**config.mk**
```make
export PLATFORM = sky130hd
export DESIGN_NAME = core_interrupt_enable_logic_flat
export DESIGN_NICKNAME = d
export VERILOG_FILES = /design/src/irq_link_if.sv /design/src/core_interrupt_enable_logic.sv /design/src/flat_wrapper.sv
export VERILOG_INCLUDE_DIRS = /design/src /design/src/src
export SDC_FILE = /design/constraint.sdc
export NUM_CORES = 1
export LEC_CHECK = 0
export BUFFER_PORTS_ARGS = -buffer_cell sky130_fd_sc_hd__buf_2
export CORE_MARGIN = 5
export CORE_UTILIZATION = 50
export DETAILED_ROUTE_END_ITERATION = 10
export PLACE_DENSITY = 0.73
export RECOVER_POWER = 25
export SKIP_LAST_GASP = 1
export SYNTH_ARGS = -nofsm -noshare
export SYNTH_HDL_FRONTEND = slang
export SYNTH_SLANG_ARGS = --single-unit
```
**constraint.sdc**
```tcl
create_clock -name sys_clk -period 3.53 [get_ports sys_clk]
set_clock_uncertainty 0.1 [all_clocks]
set_input_delay 0.1765 -clock sys_clk [delete_from_list [all_inputs] [get_ports sys_clk]]
set_output_delay 0.1765 -clock sys_clk [all_outputs]
set_load 0.01 [all_outputs]
```
**src/irq_regs.svh**
```systemverilog
`ifndef IRQ_REGS_SVH
`define IRQ_REGS_SVH
`define CTL_GLOBAL_EN 7
`define CTL_GROUP_EN 6
`define CTL_T0_EN 5
`define CTL_EXT_EN 4
`define CTL_PC_EN 3
`define CTL_T0_FLAG 2
`define CTL_EXT_FLAG 1
`define CTL_PC_FLAG 0
`define PIE_IMPL_MASK 8'h7F
`define OPT_EDGE_BIT 0
`define LINK_CTL 8'h00
`define LINK_PIE 8'h01
`define LINK_SEL 8'h02
`define LINK_OPT 8'h03
`define CTL_RESET 8'h00
`define PIE_RESET 8'h00
`define SEL_RESET 8'h00
`define OPT_EDGE_RESET 1'b1
`define AV_CTL 4'h0
`define AV_PIE 4'h1
`define AV_SEL 4'h2
`define AV_OPT 4'h3
`define AV_PFLAG 4'h4
`define AV_STAT 4'h5
`define AV_MASK 4'h6
`define AV_REQ 4'h7
`define EV_T0 0
`define EV_EXT 1
`define EV_PC 2
`define EV_PERIPH 3
`endif

```
**src/irq_link_if.sv**
```systemverilog
`timescale 1ns/1ps
interface irq_link_if;
  logic [7:0] reg_addr;
  logic reg_write;
  logic reg_read;
  logic [7:0] reg_wdata;
  logic [7:0] reg_rdata;
  logic reg_ack;
  logic timer_zero_rollover;
  logic ext_pin;
  logic [7:0] port_pins;
  logic [6:0] periph_flags;
  logic irq_request;
  modport device (
    input reg_addr, reg_write, reg_read, reg_wdata, timer_zero_rollover, ext_pin, port_pins, periph_flags,
    output reg_rdata, reg_ack, irq_request
  );
  modport core (
    output reg_addr, reg_write, reg_read, reg_wdata, timer_zero_rollover, ext_pin, port_pins, periph_flags,
    input reg_rdata, reg_ack, irq_request
  );
endinterface : irq_link_if

```
**src/core_interrupt_enable_logic.sv**
```systemverilog
// Our own choices: the Avalon-MM register port and the register offsets.
`timescale 1ns/1ps
`include "irq_regs.svh"
// Notes on behaviour
// - Flags set regardless of any enable
// - Software clears flags before enabling sources
// - Global enable bit 7 gates every irq_request source, but not the sequencer's timer-zero path to irq
// - Group enable bit 6 gates peripheral sources
// - Bit 5 unmasks timer-zero overflow flag
// - Bit 4 unmasks external pin flag
// - Bit 3 plus per-pin select unmask changes
// - Rollover sets bit 2; only software clears
// - Reset leaves timer-zero count untouched
// - External pin event sets bit 1
// - Monitored pin change sets bit 0
// - Peripheral enable bits six down to zero
// - Peripheral enable bit 7 reads zero
// - Edge select chooses rising or falling edge
module core_interrupt_enable_logic #(
  // Register width.
  parameter int REG_W = 8,
  // Number of monitored port pins.
  parameter int N_PINS = 8,
  // Number of peripheral sources behind the group enable.
  parameter int N_PERIPH = 7
) (
  // Clock and reset.
  input wire logic sys_clk,
  input wire logic rst_n,
  // Link to the core.
  irq_link_if.device link
);
  // All state of the block lives in this one record.
  typedef struct packed {
    logic [REG_W-1:0] ctl;
    logic [REG_W-1:0] pie;
    logic [N_PINS-1:0] sel;
    logic edge_sel;
    logic ext_meta;
    logic ext_stable;
    logic ext_prev;
    logic [N_PINS-1:0] port_meta;
    logic [N_PINS-1:0] port_stable;
    logic [N_PINS-1:0] port_prev;
    logic [REG_W-1:0] rdata;
    logic ack;
    logic irq;
  } state_t;

  // Value taken at reset; the edge option starts on rising edges.
  localparam state_t RESET_STATE = '{
    ctl: `CTL_RESET,
    pie: `PIE_RESET,
    sel: `SEL_RESET,
    edge_sel: `OPT_EDGE_RESET,
    default: '0
  };

  state_t s_reg;
  state_t s_next;

  // Event detection.
  logic ext_edge;
  logic [N_PINS-1:0] pin_changed;
  logic port_change_seen;

  // Per-source requests before the global gate.
  logic [N_PERIPH-1:0] periph_hit;
  logic timer_zero_req;
  logic ext_pin_req;
  logic port_change_req;
  logic periph_req;
  logic core_req;

  // Each pin is compared with its own previous synchronised level.
  // A pin that is not selected never reaches the flag, so noisy unused pins are harmless.
  genvar pin_idx;
  generate
    for (pin_idx = 0; pin_idx < N_PINS; pin_idx++) begin : g_pin_change
      assign pin_changed[pin_idx] =
        (s_reg.port_stable[pin_idx] ^ s_reg.port_prev[pin_idx]) & s_reg.sel[pin_idx];
    end
  endgenerate

  // Each peripheral flag is unmasked by its own enable bit.
  // The top enable bit is never stored, so it cannot unmask anything.
  genvar src_idx;
  generate
    for (src_idx = 0; src_idx < N_PERIPH; src_idx++) begin : g_periph_gate
      assign periph_hit[src_idx] = s_reg.pie[src_idx] & link.periph_flags[src_idx];
    end
  endgenerate

  // Any selected pin that toggled raises the port-change event.
  assign port_change_seen = |pin_changed;

  // The edge option picks which transition of the external pin counts.
  // Only the second synchroniser stage and its delayed copy are compared.
  assign ext_edge = s_reg.edge_sel ? (s_reg.ext_stable & ~s_reg.ext_prev)
                                   : (~s_reg.ext_stable & s_reg.ext_prev);

  // A core source requests only while both its flag and its enable are set.
  assign timer_zero_req = s_reg.ctl[`CTL_T0_EN] & s_reg.ctl[`CTL_T0_FLAG];
  assign ext_pin_req = s_reg.ctl[`CTL_EXT_EN] & s_reg.ctl[`CTL_EXT_FLAG];
  assign port_change_req = s_reg.ctl[`CTL_PC_EN] & s_reg.ctl[`CTL_PC_FLAG];

  // Peripheral sources pass only while the group enable is set.
  assign periph_req = s_reg.ctl[`CTL_GROUP_EN] & (|periph_hit);

  // All sources merge here; the global gate is applied when registering.
  assign core_req = timer_zero_req | ext_pin_req | port_change_req | periph_req;

  always_comb begin
    s_next = s_reg;

    // External pin synchroniser: the first stage feeds only the second.
    s_next.ext_meta = link.ext_pin;
    s_next.ext_stable = s_reg.ext_meta;
    s_next.ext_prev = s_reg.ext_stable;

    // Port pin synchronisers, same structure as the external pin.
    s_next.port_meta = link.port_pins[N_PINS-1:0];
    s_next.port_stable = s_reg.port_meta;
    s_next.port_prev = s_reg.port_stable;

    // The acknowledge is a single-cycle pulse one cycle after the request.
    s_next.ack = 1'b0;

    if (link.reg_write) begin
      s_next.ack = 1'b1;
      case (link.reg_addr)
        `LINK_CTL: begin
          s_next.ctl = link.reg_wdata;
        end
        `LINK_PIE: begin
          s_next.pie = link.reg_wdata & `PIE_IMPL_MASK;
        end
        `LINK_SEL: begin
          s_next.sel = link.reg_wdata[N_PINS-1:0];
        end
        `LINK_OPT: begin
          s_next.edge_sel = link.reg_wdata[`OPT_EDGE_BIT];
        end
        default: begin
          // Writes to unused indices are acknowledged and dropped.
          s_next.ack = 1'b1;
        end
      endcase
    end else if (link.reg_read) begin
      s_next.ack = 1'b1;
      case (link.reg_addr)
        `LINK_CTL: begin
          s_next.rdata = s_reg.ctl;
        end
        `LINK_PIE: begin
          s_next.rdata = s_reg.pie & `PIE_IMPL_MASK;
        end
        `LINK_SEL: begin
          s_next.rdata = REG_W'(s_reg.sel);
        end
        `LINK_OPT: begin
          s_next.rdata = REG_W'(s_reg.edge_sel);
        end
        default: begin
          // Unused indices read as zero.
          s_next.rdata = '0;
        end
      endcase
    end

    // Flag sets come after the register write so that a hardware set wins
    // over a software clear landing in the same cycle; no event is ever lost.
    // Flags are set whatever the enables say, so software can poll them.
    // The timer count itself is kept outside, so reset here loads the registers and flags but never the count.
    if (link.timer_zero_rollover) begin
      s_next.ctl[`CTL_T0_FLAG] = 1'b1;
    end
    if (ext_edge) begin
      s_next.ctl[`CTL_EXT_FLAG] = 1'b1;
    end
    if (port_change_seen) begin
      s_next.ctl[`CTL_PC_FLAG] = 1'b1;
    end

    // The request is registered so the core sees a glitch-free level.
    s_next.irq = s_reg.ctl[`CTL_GLOBAL_EN] & core_req;
  end

  always_ff @(posedge sys_clk or negedge rst_n) begin
    if (!rst_n) begin
      s_reg <= RESET_STATE;
    end else begin
      s_reg <= s_next;
    end
  end

  // Every output comes straight from the state record.
  assign link.reg_rdata = s_reg.rdata;
  assign link.reg_ack = s_reg.ack;
  assign link.irq_request = s_reg.irq;
endmodule : core_interrupt_enable_logic

```
**src/flat_wrapper.sv**
```systemverilog
// flat-port wrapper written by rule: the top's interface ports become plain ports
module core_interrupt_enable_logic_flat 
#(
                    
  parameter int REG_W = 8,
                                   
  parameter int N_PINS = 8,
                                                          
  parameter int N_PERIPH = 7
)
  (sys_clk, rst_n, link_reg_addr, link_reg_write, link_reg_read, link_reg_wdata, link_timer_zero_rollover, link_ext_pin, link_port_pins, link_periph_flags, link_reg_rdata, link_reg_ack, link_irq_request);
  irq_link_if link_i ();
  input wire logic sys_clk;
  input wire logic rst_n;
  input wire logic [$bits(link_i.reg_addr)-1:0] link_reg_addr;
  input wire logic [$bits(link_i.reg_write)-1:0] link_reg_write;
  input wire logic [$bits(link_i.reg_read)-1:0] link_reg_read;
  input wire logic [$bits(link_i.reg_wdata)-1:0] link_reg_wdata;
  input wire logic [$bits(link_i.timer_zero_rollover)-1:0] link_timer_zero_rollover;
  input wire logic [$bits(link_i.ext_pin)-1:0] link_ext_pin;
  input wire logic [$bits(link_i.port_pins)-1:0] link_port_pins;
  input wire logic [$bits(link_i.periph_flags)-1:0] link_periph_flags;
  output wire logic [$bits(link_i.reg_rdata)-1:0] link_reg_rdata;
  output wire logic [$bits(link_i.reg_ack)-1:0] link_reg_ack;
  output wire logic [$bits(link_i.irq_request)-1:0] link_irq_request;
  assign link_i.reg_addr = link_reg_addr;
  assign link_i.reg_write = link_reg_write;
  assign link_i.reg_read = link_reg_read;
  assign link_i.reg_wdata = link_reg_wdata;
  assign link_i.timer_zero_rollover = link_timer_zero_rollover;
  assign link_i.ext_pin = link_ext_pin;
  assign link_i.port_pins = link_port_pins;
  assign link_i.periph_flags = link_periph_flags;
  assign link_reg_rdata = link_i.reg_rdata;
  assign link_reg_ack = link_i.reg_ack;
  assign link_irq_request = link_i.irq_request;
  core_interrupt_enable_logic #(.REG_W(REG_W), .N_PINS(N_PINS), .N_PERIPH(N_PERIPH)) u_core (.sys_clk(sys_clk), .rst_n(rst_n), .link(link_i));
endmodule
```
-- Word-level counts from Yosys, hierarchy flattened
Cells that the tools add are included.
- eq/ne operators: 3
- muxes and demuxes: 12
- bitwise operators: 36
- reductions and logical operators: 17
- operators with widths (kind ; number):
    8-bit one-hot mux with 4 select lines ; 1
    1-bit AND ; 22
    20-bit two-way mux ; 1
    8-bit by 2-bit == test with 1-bit output (second input constant) ; 2
    2-bit AND reduction ; 8
    2-bit nonzero test ; 6
    8-bit by 1-bit == test with 1-bit output (second input constant) ; 1
    8-bit zero test ; 1
    8-bit two-way mux ; 1
    8-bit OR reduction ; 1
    1-bit bitwise XOR ; 8
    1-bit two-way mux ; 7
    7-bit two-way mux ; 1
    7-bit OR reduction ; 1
    3-bit two-way mux ; 1
    1-bit NOT ; 3
    1-bit OR ; 3
- register bits after elaboration: 61
- input bits: 37
- word-level logic and storage cells: 84

-- Longest topological paths before layout
- depth after elaboration: 5
- depth in mapped cells: 5
- gate-level depth less buffers: 4

-- Worst setup path after synthesis
Ideal clock, no wire load.
- path kind: input -> register
- start: input port link_reg_addr[7]
- end: register u_core.s_reg[57] (netlist name)
- setup time: 0.125 ns
- arrival: 1.629 ns
- required time: 3.305 ns
- path slack: 1.676 ns
- stages on the path: 4
- buffers on the path: 1
- path through: or4_4 > or4_1 > buf_6 > mux2_4
- word-level cells in the longest chain between the ends: 2
- ends and longest elaborated chain (element ; RTL line ; RTL):
    from (decl) ; flat_wrapper.sv:15 ; input wire logic [$bits(link_i.reg_addr)-1:0] link_reg_addr;
    8-bit zero test ; core_interrupt_enable_logic.sv:131 ; case (link.reg_addr)
    2-bit AND reduction (no line) ; - ;
    to (signal assigned) ; core_interrupt_enable_logic.sv:193 ; s_reg <= s_next;
    to (decl) ; core_interrupt_enable_logic.sv:59 ; state_t s_reg;
Every way passes these cells.
A chain may end at the register's enable or synchronous reset.

-- Worst setup path after layout
- start: input port link_reg_addr[7]
- end: register u_core.s_reg[59] (netlist name)
The elaborated chain is that of the path after synthesis.

==> impl_metrics.py <==
metrics = {
    "worst_setup_path": {
        "start_kind": "input port",
        "crit_path_end_kind": "flip-flop",
        "path_max_fanout": 9,
        "crit_required_ps": 3650,
        "worstPathArrival_ps": 1930,
        "critical_path_class": "in -> reg",
    },
    "timing": {
        "fin_setup_tns_ps": 0,
        "slew_headroom": 0.3531,
        "tightest_slew_ps": 970.3,
        "setup_violations": 0,
        "period_share": 0.5135,
        "hold_viol_final": 0,
        "slew_viol_final": 0,
        "rsz0062_at_grt": "false",
        "finalCriticalPeriod_ps": 1813,
        "fmax_mhz": 551.6,
    },
    "layout": {
        "fill_cells": 374,
        "antennaDiodeCount": 0,
        "largest_reg_flops": 33,
        "stdcell_count": 290,
        "ff_latch_area_sq_um": 1528,
        "final_layout_size_suffix_gt1_frac": 0.3475,
        "nets": 268,
        "areaGrowthSynthToFinish_pct": 22.69,
        "multi_input_area_sq_um": 777.0,
    },
    "floorplan": {
        "coreArea_sq_um": 4692,
        "rows": 25,
        "floorplan.die_area_sq_um": 6282,
        "initial_core_util": 0.5112,
        "ios": 47,
        "die_x_um": 79.26,
        "die_y_um": 79.26,
    },
    "clock_tree": {
        "cts_max_level": 3,
        "clk_latency_ps": 330,
        "cts_buffers": 9,
        "clock_path_buffers": 2,
        "cts_tree": "built",
        "clock-sinks": 61,
        "post_cts_resized": 0,
        "clk_pin_slew_ps": 70,
        "postCtsSetupBuffers": 0,
        "cts_hold_buf": 13,
        "clock-root-buffer": "clkbuf_8",
    },
    "yosys": {
        "synth_flop_cell": "dfrtp_1",
        "synthCells": 172,
        "synth-seq-cells": 61,
        "syn_area_per_cell_sq_um": 13.95,
        "synth_nets": 209,
        "synth.cell_area_sq_um": 2399,
        "yosysWarnings": 0,
        "seq_area_frac_synth": 0.6369,
        "synth_edf_count": 0,
        "async_flop_share": 1.000,
        "ys_types": 34,
    },
    "min_path": {
        "hp-class": "in -> reg",
    },
    "run": {
        "maxCapViolCount": 0,
    },
    "route": {
        "drtPass1Iterations": 4,
        "via_per_inst": 5.186,
        "vias": 1504,
        "final_antenna_net_count": 0,
        "drtIter0Drc": 65,
        "avgRoutedWirePerCell_um": 15.17,
        "drc": 0,
        "postRouteWirelength_um": 4399,
    },
    "place": {
        "gp_congestion": 0.8023,
        "dp_hpwl_um": 3138,
        "dp.cells": 260,
        "port_buffers": 46,
    },
    "power": {
        "worst_ir_drop_vdd_v": 0.0003203,
        "leakagePower_nw": 1.441,
        "powerDensity_nw_per_um2": 489.6,
    },
    "global_routing": {
        "grt_use_total": 0.1565,
        "grt_max_degree": 47,
        "grt_pass1_wl_um": 7272,
        "antenna_found_initial": 0,
        "overflow": 0,
        "grt_pass1_vias": 1503,
    },
    "outcome": {
        "status": "complete, no violations",
    },
}
synth_stat cells, types with 2 or more instances:
library cell | n | area share
a21oi_1 | 6 | 0.013
a221oi_1 | 2 | 0.0073
a222oi_1 | 2 | 0.0083
a22o_1 | 3 | 0.011
a22oi_1 | 2 | 0.0063
buf_4 | 8 | 0.025
clkbuf_1 | 3 | 0.0047
dfrtp_1 | 60 | 0.63
inv_1 | 2 | 0.0031
mux2_2 | 16 | 0.075
mux2_4 | 5 | 0.031
mux2i_1 | 9 | 0.038
nand2_1 | 10 | 0.016
nand2b_1 | 2 | 0.0052
nand3_1 | 3 | 0.0063
nor2_1 | 8 | 0.013
o21ai_0 | 7 | 0.015
xor2_1 | 8 | 0.029
per-stage QoR:
stage	power (mW)	cell area, sq um	hold WS, ps	setup WS [ps]	utilization
6_report	1.441	2943	18.94	1717	0.6272
2_1_floorplan	0.7970	2399	-219.1	1676	-
4_1_cts	1.460	2940	1.701	1741	0.6267
3_5_place_dp	0.8487	2618	186.2	1377	0.5579
3_3_place_gp	0.8445	2618	184.7	1399	0.5579
5_1_grt	1.512	2943	4.759	1687	0.6272
layout by cell type, fill, tap and decap left out, types with 2 or more instances in the layout:
cell	netlist	routed
clkbuf_1	3	8
o21ai_0	7	7
clkinv_2	0	2
inv_1	2	2
a21oi_1	6	6
a22o_1	3	3
nand2_1	10	10
xor2_1	8	8
dlygate4sd3_1	0	14
mux2_4	5	5
mux2i_1	9	9
dfrtp_1	60	60
a222oi_1	2	2
nand2b_1	2	2
mux2_2	16	16
nor2_1	8	8
a221oi_1	2	2
clkbuf_8	0	10
buf_2	0	40
a22oi_1	2	2
nand3_1	3	3
worst paths after layout:
check                                   from                       to  slack (ps)  cells past startpoint
max                         link_reg_addr[7]         u_core.s_reg[59]        1720                      4
min in group asynchronous              rst_n         u_core.s_reg[52]         440                      2
max in group asynchronous              rst_n  u_core.link.irq_request        2120                      3
max reg2reg                u_core.s_next[16]         u_core.s_reg[54]        2210                      4
min reg2reg                u_core.s_next[35]        u_core.s_next[34]         250                      0
min                        link_reg_wdata[2]         u_core.s_reg[48]          20                      2
where the power goes:
group	internal [mW]	switching, mW	leakage (nW)
logic	0.0529	0.0461	0.581
registers	0.728	0.0179	0.763
clock network	0.343	0.253	0.0964
total	1.12	0.317	1.44
cell families after synthesis:
kind of cell / Yosys count / share of synthesized area
flip-flops: 61 / 0.6369
AO/OA/AOI/OAI: 25 / 0.06990
XOR/XNOR: 8 / 0.02921
buffers and inverters: 15 / 0.03912
AND/OR/NAND/NOR: 32 / 0.07147
multiplexers: 31 / 0.1534
worst max-delay path, cell delays in order:
cell    delay [ps]
buf_2          100
or4_4          530
or4_1          730
mux2_4         390
area by class of cell:
cell class              instances  share of cell area
flip-flops and latches         61              0.5191
multi-input cells              96              0.2640
inverters                       2            0.002551
clock buffers                  12             0.04932
well taps                      54             0.02296
repair buffers                 61              0.1259
clock inverters                 4             0.01616
metal layers:
layer  vias up  track usage  part of all wire
met4         0      0.09278             0.023
met1       714       0.1965              0.44
li1        721            -                 -
met2        57       0.2407              0.47
met5         -            0                 0
met3        12      0.04422             0.058
Power figures use the tool's default switching activity.
